<file path="config.mk">
export PLATFORM = sky130hd
export DESIGN_NAME = mseq_sequencer
export DESIGN_NICKNAME = d
export VERILOG_FILES = /design/src/core/mseq_pkg.sv /design/src/core/mseq_sequencer.sv
export SDC_FILE = /design/constraint.sdc
export NUM_CORES = 1
export LEC_CHECK = 0
export BUFFER_PORTS_ARGS = -buffer_cell sky130_fd_sc_hd__buf_2
export CORE_ASPECT_RATIO = 2
export CORE_MARGIN = 5
export CORE_UTILIZATION = 35
export DETAILED_ROUTE_END_ITERATION = 7
export SETUP_SLACK_MARGIN = 0.5
export SYNTH_ARGS = -nofsm -noshare
export SYNTH_HDL_FRONTEND = slang
export SYNTH_SLANG_ARGS = --single-unit
export TNS_END_PERCENT = 20
</file>
<file path="constraint.sdc">
create_clock -name clock -period 5.85 [get_ports clock]
set_clock_uncertainty 0.15 [all_clocks]
set_input_delay 1.17 -clock clock [delete_from_list [all_inputs] [get_ports clock]]
set_output_delay 1.17 -clock clock [all_outputs]
set_load 0.01 [all_outputs]
</file>
<file path="src/core/mseq_pkg.sv">
package mseq_pkg;
    localparam int CLK_HZ = 50_000_000;
    localparam int STEP_64US_NS = 64_000;
    localparam int STEP_4MS_NS = 4_100_000;
    localparam int STEP_262MS_NS = 262_000_000;
    localparam int CYC_64US = (STEP_64US_NS / 1000) * (CLK_HZ / 1_000_000);
    localparam int CYC_4MS = (STEP_4MS_NS / 1000) * (CLK_HZ / 1_000_000);
    localparam int CYC_262MS = (STEP_262MS_NS / 1000) * (CLK_HZ / 1_000_000);

    localparam logic [3:0] ADDR_CTRL = 4'h0;
    localparam logic [3:0] ADDR_CFG = 4'h1;
    localparam logic [3:0] ADDR_TIMER = 4'h2;
    localparam logic [3:0] ADDR_RXCFG = 4'h3;
    localparam logic [3:0] ADDR_STATUS = 4'h4;

    localparam int CTRL_LAUNCH = 0;
    localparam int CTRL_HALT = 1;
    localparam int CTRL_RESTART = 2;

    // Chip mode codes
    localparam logic [2:0] MODE_SLEEP = 3'h0;
    localparam logic [2:0] MODE_STDBY = 3'h1;
    localparam logic [2:0] MODE_FSRX = 3'h4;
    localparam logic [2:0] MODE_TX = 3'h3;
    localparam logic [2:0] MODE_RX = 3'h5;

    localparam logic [15:0] CFG_RESET = 16'h0000;
    localparam logic [19:0] TIMER_RESET = 20'h00000;
    localparam logic [9:0] RXCFG_RESET = 10'h000;

    typedef enum {
        SQ_IDLE, SQ_WAITFIFO, SQ_LOWPOWER, SQ_TX, SQ_RX, SQ_PKTRX, SQ_RXRESTART
    } mseq_state_t;

    typedef struct packed {
        logic idleSleep;
        logic [1:0] launchExit;
        logic lowPowerExit;
        logic idleExit;
        logic txExit;
        logic [2:0] rxExit;
        logic [1:0] rxTimeoutExit;
        logic [2:0] pktReceivedExit;
        logic lowPowerSleep;
        logic crcOn;
    } mseq_cfg_t;

    typedef struct packed {
        logic [1:0] firstStep;
        logic [1:0] secondStep;
        logic [7:0] firstMult;
        logic [7:0] secondMult;
    } mseq_timer_t;

    typedef struct packed {
        logic fifoLevel;
        logic fifoDrained;
        logic txDone;
        logic rxPayload;
        logic checkPass;
        logic badCheckAutoFlush;
        logic strengthDetect;
        logic syncMatch;
        logic preambleFound;
        logic strengthTimeout;
        logic preambleTimeout;
        logic syncTimeout;
    } mseq_evt_t;
endpackage : mseq_pkg

</file>
<file path="src/core/mseq_sequencer.sv">
`timescale 1ns/1ps
`default_nettype none
module mseq_sequencer
    import mseq_pkg::*;
#(
    parameter int STEP1_CYC = CYC_64US,
    parameter int STEP2_CYC = CYC_4MS,
    parameter int STEP3_CYC = CYC_262MS
) (
    // Clock and reset
    input wire logic clock,
    input wire logic arst_n,
    input wire logic clockEnable,
    // Register port
    input wire logic [3:0] regAddr,
    input wire logic [31:0] regWrData,
    input wire logic regWrite,
    input wire logic regRead,
    output logic [31:0] regRdData,
    // Radio events, same clock domain, one-cycle pulses
    input wire mseq_evt_t events,
    input wire logic [7:0] strengthDb,
    input wire logic modeSettledFlag,
    input wire logic [2:0] chipModeNow,
    // Chip control
    output logic [2:0] chipModeReq,
    output logic chipModeLoad,
    output logic rxRestart,
    output logic firstTimerEvent,
    output logic secondTimerEvent
);
    mseq_cfg_t cfg;
    mseq_timer_t tmr;
    logic collisionRestartEnable;
    logic [7:0] collisionThreshold;
    mseq_state_t state;
    mseq_state_t next_state;
    logic [2:0] initialMode;
    logic [7:0] strengthBase;
    logic timerActive;
    logic timerPhase;
    logic [27:0] stepCnt;
    logic [7:0] multCnt;
    logic goLowSel;
    logic goOff;
    logic [2:0] next_mode;
    logic next_load;

    function automatic logic [27:0] step_cycles(input logic [1:0] sel);
        unique case (sel)
            2'h1: step_cycles = 28'(STEP1_CYC);
            2'h2: step_cycles = 28'(STEP2_CYC);
            2'h3: step_cycles = 28'(STEP3_CYC);
            default: step_cycles = 28'h0000000;
        endcase
    endfunction : step_cycles

    wire wrCtrl = regWrite && regAddr == ADDR_CTRL;
    wire launchCmd = wrCtrl && regWrData[CTRL_LAUNCH];
    wire haltCmd = wrCtrl && regWrData[CTRL_HALT];
    wire userRestart = wrCtrl && regWrData[CTRL_RESTART] && modeSettledFlag;
    wire chipLow = chipModeNow == MODE_SLEEP || chipModeNow == MODE_STDBY;
    wire launchOk = launchCmd && !haltCmd && state == SQ_IDLE && chipLow;
    wire rx_timeout_event = events.strengthTimeout || events.preambleTimeout
        || events.syncTimeout;
    wire badPacket = cfg.rxExit == 3'h3 && cfg.crcOn && !events.badCheckAutoFlush
        && events.rxPayload && !events.checkPass;
    wire inRx = state == SQ_RX || state == SQ_PKTRX || state == SQ_RXRESTART;
    wire [8:0] strengthRise = {1'b0, strengthDb} - {1'b0, strengthBase};
    wire collision = collisionRestartEnable && inRx && !strengthRise[8]
        && strengthRise[7:0] > collisionThreshold;
    wire [1:0] curStep = timerPhase ? tmr.secondStep : tmr.firstStep;
    wire [7:0] curMult = timerPhase ? tmr.secondMult : tmr.firstMult;
    wire stepDone = stepCnt == 28'h0000001;
    wire intervalDone = timerActive && stepDone && multCnt <= 8'h01;
    wire t1Fire = intervalDone && !timerPhase;
    wire t2Fire = intervalDone && timerPhase;
    wire [1:0] nextStepSel = timerPhase ? tmr.firstStep : tmr.secondStep;

    // Transition logic
    always_comb begin
        next_state = state;
        goLowSel = 1'b0;
        goOff = 1'b0;
        if (launchOk) begin
            unique case (cfg.launchExit)
                2'h0: goLowSel = 1'b1;
                2'h1: next_state = SQ_RX;
                2'h2: next_state = SQ_TX;
                2'h3: next_state = SQ_WAITFIFO;
            endcase
        end else begin
            unique case (state)
                SQ_IDLE: begin
                    if (t1Fire && timerActive && initialMode != 3'h7) begin
                        next_state = cfg.idleExit ? SQ_RX : SQ_TX;
                    end
                end
                SQ_WAITFIFO: begin
                    if (events.fifoLevel) begin
                        next_state = SQ_TX;
                    end
                end
                SQ_LOWPOWER: begin
                    if (t1Fire) begin
                        next_state = cfg.idleExit ? SQ_RX : SQ_TX;
                    end
                end
                SQ_TX: begin
                    if (events.txDone) begin
                        if (cfg.txExit) begin
                            next_state = SQ_RX;
                        end else begin
                            goLowSel = 1'b1;
                        end
                    end
                end
                SQ_RX: begin
                    if (t2Fire) begin
                        goLowSel = 1'b1;
                    end else if (rx_timeout_event || badPacket) begin
                        unique case (cfg.rxTimeoutExit)
                            2'h0: next_state = SQ_RXRESTART;
                            2'h1: next_state = SQ_TX;
                            2'h2: goLowSel = 1'b1;
                            2'h3: goOff = 1'b1;
                        endcase
                    end else begin
                        unique case (cfg.rxExit)
                            3'h1: if (events.rxPayload) next_state = SQ_PKTRX;
                            3'h2: if (events.rxPayload) goLowSel = 1'b1;
                            3'h3: if (events.checkPass) next_state = SQ_PKTRX;
                            3'h4: if (events.strengthDetect) goOff = 1'b1;
                            3'h5: if (events.syncMatch) goOff = 1'b1;
                            3'h6: if (events.preambleFound) goOff = 1'b1;
                            default: next_state = SQ_RX;
                        endcase
                    end
                end
                SQ_PKTRX: begin
                    unique case (cfg.pktReceivedExit)
                        3'h0: goOff = 1'b1;
                        3'h1: if (events.fifoDrained) next_state = SQ_TX;
                        3'h2: goLowSel = 1'b1;
                        3'h3: next_state = SQ_RXRESTART;
                        3'h4: next_state = SQ_RX;
                        default: goOff = 1'b1;
                    endcase
                end
                SQ_RXRESTART: next_state = SQ_RX;
            endcase
            if (goLowSel) begin
                next_state = cfg.lowPowerExit ? SQ_LOWPOWER : SQ_IDLE;
                goOff = !cfg.lowPowerExit;
            end
            if (goOff) begin
                next_state = SQ_IDLE;
            end
        end
        if (haltCmd) begin
            next_state = SQ_IDLE;
        end
    end

    // Chip mode request, issued on state entry and, with lowPowerExit set, on a launch with launchExit 0, which stays in SQ_IDLE
    always_comb begin
        next_mode = chipModeReq;
        next_load = 1'b0;
        if (launchOk && cfg.launchExit == 2'h0 && cfg.lowPowerExit) begin
            next_load = 1'b1;
            next_mode = cfg.idleSleep ? MODE_SLEEP : MODE_STDBY;
        end else if (goOff && !haltCmd) begin
            next_load = 1'b1;
            next_mode = goLowSel ? initialMode : MODE_SLEEP;
        end else if (next_state != state || state == SQ_PKTRX && next_state == SQ_RXRESTART) begin
            next_load = 1'b1;
            unique case (next_state)
                SQ_TX: next_mode = MODE_TX;
                SQ_RX: next_mode = MODE_RX;
                SQ_RXRESTART: next_mode = cfg.pktReceivedExit == 3'h3 ? MODE_FSRX : MODE_RX;
                SQ_LOWPOWER: next_mode = cfg.idleSleep ? MODE_SLEEP : MODE_STDBY;
                default: next_load = 1'b0;
            endcase
        end
    end

    // Sequencer state and outputs
    always_ff @(posedge clock or negedge arst_n) begin
        if (!arst_n) begin
            state <= SQ_IDLE;
            chipModeReq <= MODE_STDBY;
            chipModeLoad <= 1'b0;
            rxRestart <= 1'b0;
            initialMode <= MODE_STDBY;
            strengthBase <= 8'h00;
        end else if (clockEnable) begin
            state <= next_state;
            chipModeReq <= next_mode;
            chipModeLoad <= next_load;
            rxRestart <= userRestart || collision || next_state == SQ_RXRESTART;
            if (launchOk) begin
                initialMode <= chipModeNow;
            end
            strengthBase <= (collision || !inRx) ? strengthDb : 
                (strengthDb < strengthBase ? strengthDb : strengthBase);
        end
    end

    // Timer chain, independent of sequencer state
    always_ff @(posedge clock or negedge arst_n) begin
        if (!arst_n) begin
            timerActive <= 1'b0;
            timerPhase <= 1'b0;
            stepCnt <= 28'h0000000;
            multCnt <= 8'h00;
            firstTimerEvent <= 1'b0;
            secondTimerEvent <= 1'b0;
        end else if (clockEnable) begin
            firstTimerEvent <= t1Fire;
            secondTimerEvent <= t2Fire;
            if (launchOk) begin
                timerPhase <= 1'b0;
                timerActive <= tmr.firstStep != 2'h0;
                stepCnt <= step_cycles(tmr.firstStep);
                multCnt <= tmr.firstMult;
            end else if (haltCmd) begin
                timerActive <= 1'b0;
            end else if (intervalDone) begin
                timerPhase <= !timerPhase;
                timerActive <= nextStepSel != 2'h0;
                stepCnt <= step_cycles(nextStepSel);
                multCnt <= timerPhase ? tmr.firstMult : tmr.secondMult;
            end else if (timerActive) begin
                if (stepDone) begin
                    stepCnt <= step_cycles(curStep);
                    multCnt <= multCnt - 8'h01;
                end else begin
                    stepCnt <= stepCnt - 28'h0000001;
                end
            end
        end
    end

    // Register file
    wire [31:0] rdMux = regAddr == ADDR_CFG ? {16'h0000, cfg} :
        regAddr == ADDR_TIMER ? {12'h000, tmr} :
        regAddr == ADDR_RXCFG ? {22'h000000, collisionThreshold, 1'b0, collisionRestartEnable} :
        regAddr == ADDR_STATUS ? {24'h000000, initialMode, timerPhase, timerActive,
            3'(state)} : 32'h00000000;

    always_ff @(posedge clock or negedge arst_n) begin
        if (!arst_n) begin
            cfg <= mseq_cfg_t'(CFG_RESET);
            tmr <= mseq_timer_t'(TIMER_RESET);
            collisionRestartEnable <= 1'b0;
            collisionThreshold <= 8'h00;
            regRdData <= 32'h00000000;
        end else if (clockEnable) begin
            if (regWrite && regAddr == ADDR_CFG) cfg <= mseq_cfg_t'(regWrData[15:0]);
            if (regWrite && regAddr == ADDR_TIMER) tmr <= mseq_timer_t'(regWrData[19:0]);
            if (regWrite && regAddr == ADDR_RXCFG) begin
                collisionRestartEnable <= regWrData[0];
                collisionThreshold <= regWrData[9:2];
            end
            regRdData <= regRead ? rdMux : 32'h00000000;
        end
    end
endmodule : mseq_sequencer
`default_nettype wire

</file>
==> flow_summary.json, run 1 <==
{
  "worstHoldEndpoint": "chipModeLoad",
  "drc": 0,
  "cp_slowest_cell": "nor4b_1",
  "clock-sinks": 153,
  "peakVddDrop_mv": 0.230,
  "cts_max_path_buffers": 2,
  "root_buffer": "clkbuf_16",
  "cp-start-kind": "register",
  "clk_pin_slew_worst_paths_ps": 60,
  "synth_compound_area_share_pct": 18.0,
  "track_usage_pct": 20.0,
  "antenna_found_initial": 0,
  "hold_depth": 1,
  "drtIter0Drc": 447,
  "period_share_pct": 75.1,
  "yosysWarnings": 0,
  "critPathRequiredTime_ps": 6020,
  "drv_slew": 0,
  "grt_pass1_vias": 7940,
  "crit_type": "register to register",
  "post_cts_buffers": 0,
  "place_area_um2": 9670,
  "die_w_um": 123,
  "grt_max_degree": 62,
  "synth_top_family_by_area": "simple AND/OR/NAND/NOR gates",
  "coreArea_um2": 25100,
  "rsz0062_at_grt": "false",
  "cellLeakagePower_nw": 4.59,
  "synth_flop_cell": "dfrtp_1",
  "drtPass1Iterations": 5,
  "synth_seq_cells": 153,
  "r2r_cells": 12,
  "async_reset_ff_share_pct": 100,
  "grt_pass1_wl_um": 44500,
  "row_count": 82,
  "avgSynthCellArea_um2": 9.24,
  "synth_cells": 963,
  "critPathMaxFanout": 5,
  "synthMuxAreaShare_pct": 7.42,
  "worst_pin_slew_ps": 1070,
  "min_path_type": "register to register",
  "path_cells": "inv_1 -> ha_1 -> nor4b_1 -> and4_1 -> nand4_1 -> a311oi_1 -> o21bai_2 -> nor3_2 -> a21oi_1 -> o41a_1 -> a221oi_4 -> mux2_4",
  "maxCapViolCount": 0,
  "ant_nets": 0,
  "fp.dieH_um": 236,
  "htreeDepth": 4,
  "design_area_um2": 10300,
  "routed_wl_um": 28300,
  "dieArea_um2": 28900,
  "worstHoldStart": "chipModeLoad",
  "synthXorXnorAreaFrac_pct": 2.07,
  "num_vias": 7706,
  "outcome": "finished, final reports clean",
  "yosysUniqueCellTypes": 81,
  "final_layout_size_suffix_gt1_share_pct": 19.2,
  "ioPinCount": 104,
  "setup_viol": 0,
  "hpwl_um": 21400,
  "crit_path_end_kind": "register",
  "total_power_mw": 4.06,
  "num-nets-final": 1122,
  "hold_buffers": 0,
  "timing.setup.tns_ps": 0,
  "synth_edf_count": 0,
  "cts_resized": 0,
  "synthAdderAreaFrac_pct": 3.04,
  "cts_made_buffers": 17,
  "regToRegStartpoint": "stepCnt[1]",
  "gr-total-overflow": 0,
  "gp_congestion": 0.984,
  "finalCriticalPeriod_ps": 4390,
  "r2r_end": "chipModeReq[1]",
  "r2r_slack_ps": 1460,
  "critical-path-max-stage-delay_ps": 550,
  "ys_seq_area_share_pct": 43.0,
  "crit_arrival_ps": 4560,
  "final_hold_viol_count": 0,
  "clock_latency_ps": 430,
  "synthSimpleGateAreaFrac_pct": 22.0,
  "cts_tree": "done",
  "syn_area_um2": 8900,
  "n_antenna_cell": 0,
  "avgViaCountPerCell": 5.58,
  "max_slew_margin_pct": 27.9,
  "routedWlPerCell_um": 20.5,
  "p_per_area_nw_per_um2": 396,
  "max_freq_mhz": 228,
  "area_growth_pct": 15.2,
  "floorplan.initialDensity_pct": 35.4,
  "port_buffers": 79
}
cells by family (layout without fill, tap and decap cells):
kind of cell | count (synthesis) | after routing
and+or+nand+nor | 367 | 367
DFF | 153 | 153
xor gates and xnor gates | 21 | 21
other | 1 | 12
buffers and inverters | 93 | 165
AOI/OAI and AO/OA | 248 | 248
muxes | 59 | 59
adders and majority gates | 21 | 21
through the flow:
stage                     utilization (%)  setup WS [ps]  hold WS [ps]  std cells
final                                40.8           1460           323       1382
after floorplan                         -            871           304        974
after CTS                            40.8           1460           327       1382
after detailed placement             38.5            985           313       1353
after global placement               38.5           1050           313       1353
after global routing                 40.8           1120           342       1382
worst max-delay path: cells and delay by family, from the launching register on:
kind,cells,cell delay (ps)
AOI/OAI and AO/OA,5,1670
and+or+nand+nor,4,1510
DFF,1,380
muxes,1,330
adders and majority gates,1,140
buffers and inverters,1,100
sequential cells by signal, indices dropped and copies added (netlist names), 3 cells and up:
signal	flops
cfg	16
chipModeReq	3
collisionThreshold	8
initialMode	3
multCnt	8
regRdData	20
state	32
stepCnt	28
strengthBase	8
tmr	20
cells in the final DEF (no fill, tap or decap), types with 5 or more instances in the layout:
cell         n
dfrtp_1    151
nand2_1     91
buf_2       78
o21ai_0     77
a21oi_1     70
nor2_1      69
mux2_2      48
inv_1       41
and2_1      38
nor3_1      35
ha_1        20
nor4_1      18
nand3_1     17
clkbuf_16   17
nand4_1     16
o2bb2ai_1   16
buf_4       16
conb_1      12
xor2_1      11
nand2b_1    10
xnor2_1     10
mux2i_1      9
nor3b_1      8
o31ai_1      8
or4_1        8
a31oi_1      8
nor2b_1      7
and3_1       7
nand3b_1     7
a211oi_1     7
a22oi_1      7
or3_1        6
o22ai_1      6
o221ai_1     5
layer usage:
layer  global-route usage [%]  share of wire (%)  vias up
met4                     13.4                6.3        0
met3                     3.65                3.9       76
li1                         -                  -     3622
met1                     20.5                 35     3786
met2                     36.0                 54      222
met5                        0                  0        -
Yosys cell counts, types with 5 or more instances:
| master | number | share of area [%] |
|---|---|---|
| dfrtp_1 | 151 | 42 |
| nand2_1 | 91 | 3.8 |
| o21ai_0 | 77 | 4.3 |
| nor2_1 | 71 | 3.0 |
| a21oi_1 | 70 | 3.9 |
| mux2_2 | 48 | 6.1 |
| inv_1 | 41 | 1.7 |
| and2_1 | 38 | 2.7 |
| clkbuf_1 | 35 | 1.5 |
| nor3_1 | 35 | 2.0 |
| ha_1 | 20 | 2.8 |
| nor4_1 | 20 | 1.4 |
| nand3_1 | 17 | 0.96 |
| nand4_1 | 16 | 1.1 |
| o2bb2ai_1 | 16 | 1.6 |
| buf_4 | 12 | 1.0 |
| xor2_1 | 11 | 1.1 |
| nand2b_1 | 10 | 0.70 |
| xnor2_1 | 10 | 0.98 |
| mux2i_1 | 9 | 1.0 |
| a31oi_1 | 8 | 0.56 |
| nor3b_1 | 8 | 0.67 |
| o31ai_1 | 8 | 0.67 |
| or4_1 | 8 | 0.67 |
| a211oi_1 | 7 | 0.59 |
| a22oi_1 | 7 | 0.59 |
| and3_1 | 7 | 0.49 |
| nand3b_1 | 7 | 0.59 |
| nor2b_1 | 7 | 0.49 |
| o22ai_1 | 6 | 0.42 |
| or3_1 | 6 | 0.42 |
| o221ai_1 | 5 | 0.49 |
area by class of cell:
class / instances / area, µm²
clock buffers: 21 / 460
clock inverters: 8 / 123
fillers: 2515 / 14900
inverters: 41 / 154
multi-input cells: 728 / 4740
flip-flops and latches: 153 / 3830
well taps: 336 / 420
repair buffers: 95 / 522
worst max-delay path by stage:
stage / start / endpoint / slack [ps] / cells past startpoint
4_1_cts: strengthDb[0] / strengthBase[2] / 1460 / 20
5_1_grt: stepCnt[1] / chipModeReq[1] / 1120 / 12
2_1_floorplan: strengthDb[0] / strengthBase[0] / 870 / 18
6_report: stepCnt[1] / chipModeReq[1] / 1460 / 12
3_5_place_dp: strengthDb[0] / strengthBase[2] / 980 / 20
3_3_place_gp: strengthDb[0] / strengthBase[1] / 1050 / 20
report_power, final:
group	internal [mW]	switching (mW)	total [mW]
registers	1.25	0.258	1.51
logic	0.625	0.802	1.43
clock network	0.684	0.438	1.12
(Power assumes the default switching activity.)
==> run 2: changes to the inputs <==
- clock period: 5.85 -> 4.4 ns (I/O delays scaled with it)
==> run 2 against run 1 <==
Compared with the run above:
- core utilization is 2.5 points higher
- non-clock buffer count is 50 higher
- hold slack worse by 0.59 ps
- sequential power is 32% higher
- global-route usage is 0.76 points higher
- via count is 2.9% higher
- clock power is 30% higher
- fmax is 14% higher
- critical path type unchanged
==> flow_summary.json, run 2 (same netlist as run 1, synthesis figures left out) <==
{
  "grt_pass1_wl_um": 45600,
  "grt_util_met3_pct": 3.39,
  "timing.setup.tns_ps": 0,
  "place_area_um2": 10100,
  "hpwl_um": 22900,
  "crit_type": "register to register",
  "cp-start-kind": "register",
  "port_buffers": 79,
  "crit_arrival_ps": 4040,
  "drtPass1Iterations": 5,
  "drtIter0Drc": 323,
  "root_buffer": "clkbuf_16",
  "hold_buffers": 0,
  "design_area_um2": 10900,
  "avgViaCountPerCell": 5.53,
  "routed_wl_um": 29500,
  "largest-register": "state",
  "period_share_pct": 87.9,
  "grt_pass1_vias": 8302,
  "peakVddDrop_mv": 0.284,
  "cts_max_path_buffers": 2,
  "clock-sinks": 153,
  "maxCapViolCount": 0,
  "coreArea_um2": 25100,
  "crit_path_end_kind": "register",
  "clk_pin_slew_worst_paths_ps": 60,
  "setup_viol": 0,
  "row_count": 82,
  "cts_made_buffers": 17,
  "final_cell_mix": "149 x dfrtp_1, 89 x nand2_1, 76 x buf_2",
  "fp.dieH_um": 236,
  "drv_slew": 0,
  "gr-total-overflow": 0,
  "min_path_type": "register to register",
  "htreeDepth": 4,
  "clock_latency_ps": 440,
  "outcome": "finished, final reports clean",
  "num-nets-final": 1172,
  "max_slew_margin_pct": 51.0,
  "final_hold_viol_count": 0,
  "top_regs": "state (32), stepCnt (28)",
  "rsz0062_at_grt": "true",
  "max_freq_mhz": 259,
  "finalCriticalPeriod_ps": 3870,
  "final_layout_size_suffix_gt1_share_pct": 25.9,
  "largest_reg_flops": 32,
  "grt_use_met1_pct": 19.7,
  "cts_tree": "done",
  "ant_nets": 0,
  "floorplan.initialDensity_pct": 35.4,
  "area_growth_pct": 22.1,
  "final_common_cell": "dfrtp_1",
  "grt_max_degree": 80,
  "grtUsageMet2_pct": 37.4,
  "antenna_found_initial": 0,
  "die_w_um": 123,
  "dieArea_um2": 28900,
  "critPathRequiredTime_ps": 4570,
  "critPathMaxFanout": 15,
  "drc": 0,
  "nFillCells": 2518,
  "cellLeakagePower_nw": 4.93,
  "gp_congestion": 0.987,
  "num_vias": 7927,
  "grt-busiest-layer": "met2",
  "track_usage_pct": 20.8,
  "routedWlPerCell_um": 20.5,
  "worst_pin_slew_ps": 735,
  "p_per_area_nw_per_um2": 525,
  "hold_slack_ps": 323,
  "n_antenna_cell": 0,
  "ioPinCount": 104
}
[run 2: final cells by class]
class	count	area (µm²)	area share (%)
Multi-Input combinational cell	728	4930	45.4
Sequential cell	153	3830	35.3
Timing Repair Buffer	145	943	8.68
Clock buffer	18	429	3.95
Tap cell	336	420	3.87
Inverter	41	166	1.53
Clock inverter	13	144	1.32
[run 2: layer usage]
| metal | part of all wire, % | wire (µm) |
|---|---|---|
| met5 | 0 | 0 |
| met4 | 9.8 | 2900 |
| met3 | 3.1 | 919 |
| met2 | 53 | 15700 |
| met1 | 34 | 9910 |
[run 2: worst paths after layout]
check,from,end,slack (ps),depth (start not counted)
worst max-delay path,stepCnt[0],chipModeReq[1],530,14
worst min register to register,chipModeLoad,chipModeLoad,320,1
max in group asynchronous,arst_n,initialMode[0],2840,2
worst min-delay path,chipModeLoad,chipModeLoad,320,1
min in group asynchronous,arst_n,state[16],340,1
worst max register to register,stepCnt[0],chipModeReq[1],530,14
[run 2: power by group]
| group | leakage, nW | switching (mW) | internal [mW] | total (mW) |
|---|---|---|---|---|
| logic | 2.68 | 1.17 | 1.08 | 2.26 |
| registers | 1.98 | 0.328 | 1.66 | 1.99 |
| clock network | 0.270 | 0.623 | 0.836 | 1.46 |
[run 2: what timing repair did]
action / CTS / global route
pin swaps: 4 / 29
setup buffers: 4 / 7
gates resized for setup: 4 / 35
setup endpoints to repair: 4 / 13
[run 2: worst max-delay path: stages (launching register included)]
cell      delay (ps)
dfrtp_1          430
ha_1             210
nor4b_2          150
buf_4            150
and4_1           210
buf_4            160
nand3_1          110
buf_4            250
o31ai_1          120
a211oi_2         320
o21bai_1         170
and2_4           170
o41a_1           470
a221oi_4         360
mux2_4           330
[run 2: per-stage QoR]
stage	power (mW)	setup WS (ps)	cells	util [%]
floorplan	3.38	403	974	-
global placement	4.07	150	1392	40.0
detailed placement	4.11	109	1392	40.0
CTS	5.62	511	1427	42.5
global route	6.04	422	1434	43.2
finish	5.70	532	1434	43.2
==> run 3: changes to the inputs <==
- TNS_END_PERCENT: 20 -> 100
- clock period: 4.4 -> 3.9 ns (I/O delays scaled with it)
==> run 3 against run 2 <==
Compared with the run above:
- hold slack got worse by 77 ps
- via count grew 3.4%
- total power grew 19%
- wire length increased by 3.9%
- critical path type unchanged
- largest cell class unchanged
- highest routed layer unchanged
==> flow_summary.json, run 3 (same netlist as run 1, synthesis figures left out) <==
{
  "outcome": "finished, final reports clean",
  "finalCriticalPeriod_ps": 3800,
  "htreeDepth": 4,
  "worst_pin_slew_ps": 777,
  "routed_wl_um": 30600,
  "gp_congestion": 0.968,
  "drtIter0Drc": 456,
  "place_inst": 1451,
  "num_vias": 8194,
  "final_common_cell": "dfrtp_1",
  "final_layout_size_suffix_gt1_share_pct": 30.9,
  "regArea_um2": 3830,
  "cts_made_buffers": 17,
  "ioPinCount": 104,
  "final_cell_mix": "151 x dfrtp_1, 122 x buf_4, 88 x nand2_1",
  "drv_slew": 0,
  "rsz0062_at_grt": "true",
  "clock_latency_ps": 450,
  "n_antenna_cell": 0,
  "crit_path_end_kind": "register",
  "row_count": 82,
  "area_growth_pct": 28.5,
  "crit_arrival_ps": 3980,
  "grt_max_degree": 82,
  "place_area_um2": 10600,
  "setup_viol": 0,
  "routedWlPerCell_um": 20.5,
  "path_cells": "or4_4 -> or3_4 -> or4_4 -> a211oi_2 -> o21bai_4 -> buf_6 -> o21ai_2 -> or3b_4 -> a221oi_4 -> mux2_4",
  "cts_tree": "done",
  "largest_reg_flops": 32,
  "cp-start-kind": "register",
  "gr-total-overflow": 0,
  "num-nets-final": 1233,
  "antenna_found_initial": 0,
  "grt_pass1_wl_um": 47300,
  "port_buffers": 79,
  "largest-register": "state",
  "coreArea_um2": 25100,
  "critPathBufInv": 1,
  "max_freq_mhz": 263,
  "top_regs": "state (32), stepCnt (28)",
  "grt_pass1_vias": 8589,
  "floorplan.initialDensity_pct": 35.4,
  "drc": 0,
  "p_per_area_nw_per_um2": 591,
  "peakVddDrop_mv": 0.316,
  "multi_input_area_um2": 5020,
  "ant_nets": 0,
  "min_path_type": "primary input to async pin",
  "clock-sinks": 153,
  "max_slew_margin_pct": 48.2,
  "avgViaCountPerCell": 5.48,
  "cpMostUsedCell": "or4_4",
  "cp_slowest_cell": "or4_4",
  "clk_pin_slew_worst_paths_ps": 70,
  "design_area_um2": 11400,
  "dieArea_um2": 28900,
  "maxCapViolCount": 0,
  "hold_buffers": 0,
  "die_w_um": 123,
  "crit_family": "simple AND/OR/NAND/NOR gates",
  "crit_type": "register to register",
  "nFillCells": 2448,
  "fp.dieH_um": 236,
  "drtPass1Iterations": 5,
  "final_hold_viol_count": 0,
  "critical-path-max-stage-delay_ps": 540,
  "hpwl_um": 23700,
  "critPathRequiredTime_ps": 4090,
  "finalNonFillerCells": 1496,
  "critPathMaxFanout": 5,
  "track_usage_pct": 21.7,
  "cts_max_path_buffers": 2,
  "root_buffer": "clkbuf_16",
  "period_share_pct": 97.4,
  "cellLeakagePower_nw": 5.25
}
run 3: cell count changes in the layout (fill, tap and decap cells not counted), sizes merged:
cell,previous run,this run
clkbuf,18,22
clkinv,3,4
buf,145,206
clkinvlp,4,2
inv,45,43
run 3: worst paths after layout:
path,startpoint,end,slack (ps),cells past startpoint
max in group asynchronous,arst_n,stepCnt[25],2520,2
setup / recovery,stepCnt[16],chipModeReq[1],100,10
min in group clock,chipModeLoad,chipModeLoad,320,1
setup reg to reg,stepCnt[16],chipModeReq[1],100,10
hold reg to reg,chipModeLoad,chipModeLoad,320,1
hold / removal,arst_n,state[10],250,1
run 3: layout make-up:
class,instances,share of cell area (%)
Clock buffer,22,4.06
Timing Repair Buffer,206,12.4
Sequential cell,153,33.5
Clock inverter,10,1.05
Inverter,41,1.45
Multi-Input combinational cell,728,43.9
Tap cell,336,3.67
run 3: per-layer routing:
metal	vias up	track usage, %	part of all wire (%)
met1	3994	20.8	33
met2	241	39.3	54
li1	3845	-	-
met3	114	3.85	3.3
met5	-	0	0
met4	0	17.1	8.8
run 3: power by group:
part	leakage [nW]	internal, mW	switching [mW]	total, mW
registers	1.98	1.87	0.346	2.22
logic	2.98	1.44	1.43	2.87
clock network	0.281	0.978	0.693	1.67
run 3: per-stage QoR:
step	hold slack, ps	util (%)	power, mW	setup WS, ps	TNS (ps)
floorplan	304	-	3.85	2.84	0
global placement	313	42.0	4.84	-255	-2700
detailed placement	313	42.0	4.88	-253	-2770
CTS	254	44.9	6.68	139	0
global route	293	45.5	7.17	5.19	0
finish	246	45.5	6.77	102	0
run 3: what timing repair did:
action                                 in CTS  in global routing
setup buffers                               8                  5
endpoints found under the hold margin       0                  0
setup endpoints to repair                  13                 43
gates resized for setup                    20                 27
gates cloned                                0                  0
pin swaps                                   9                  5
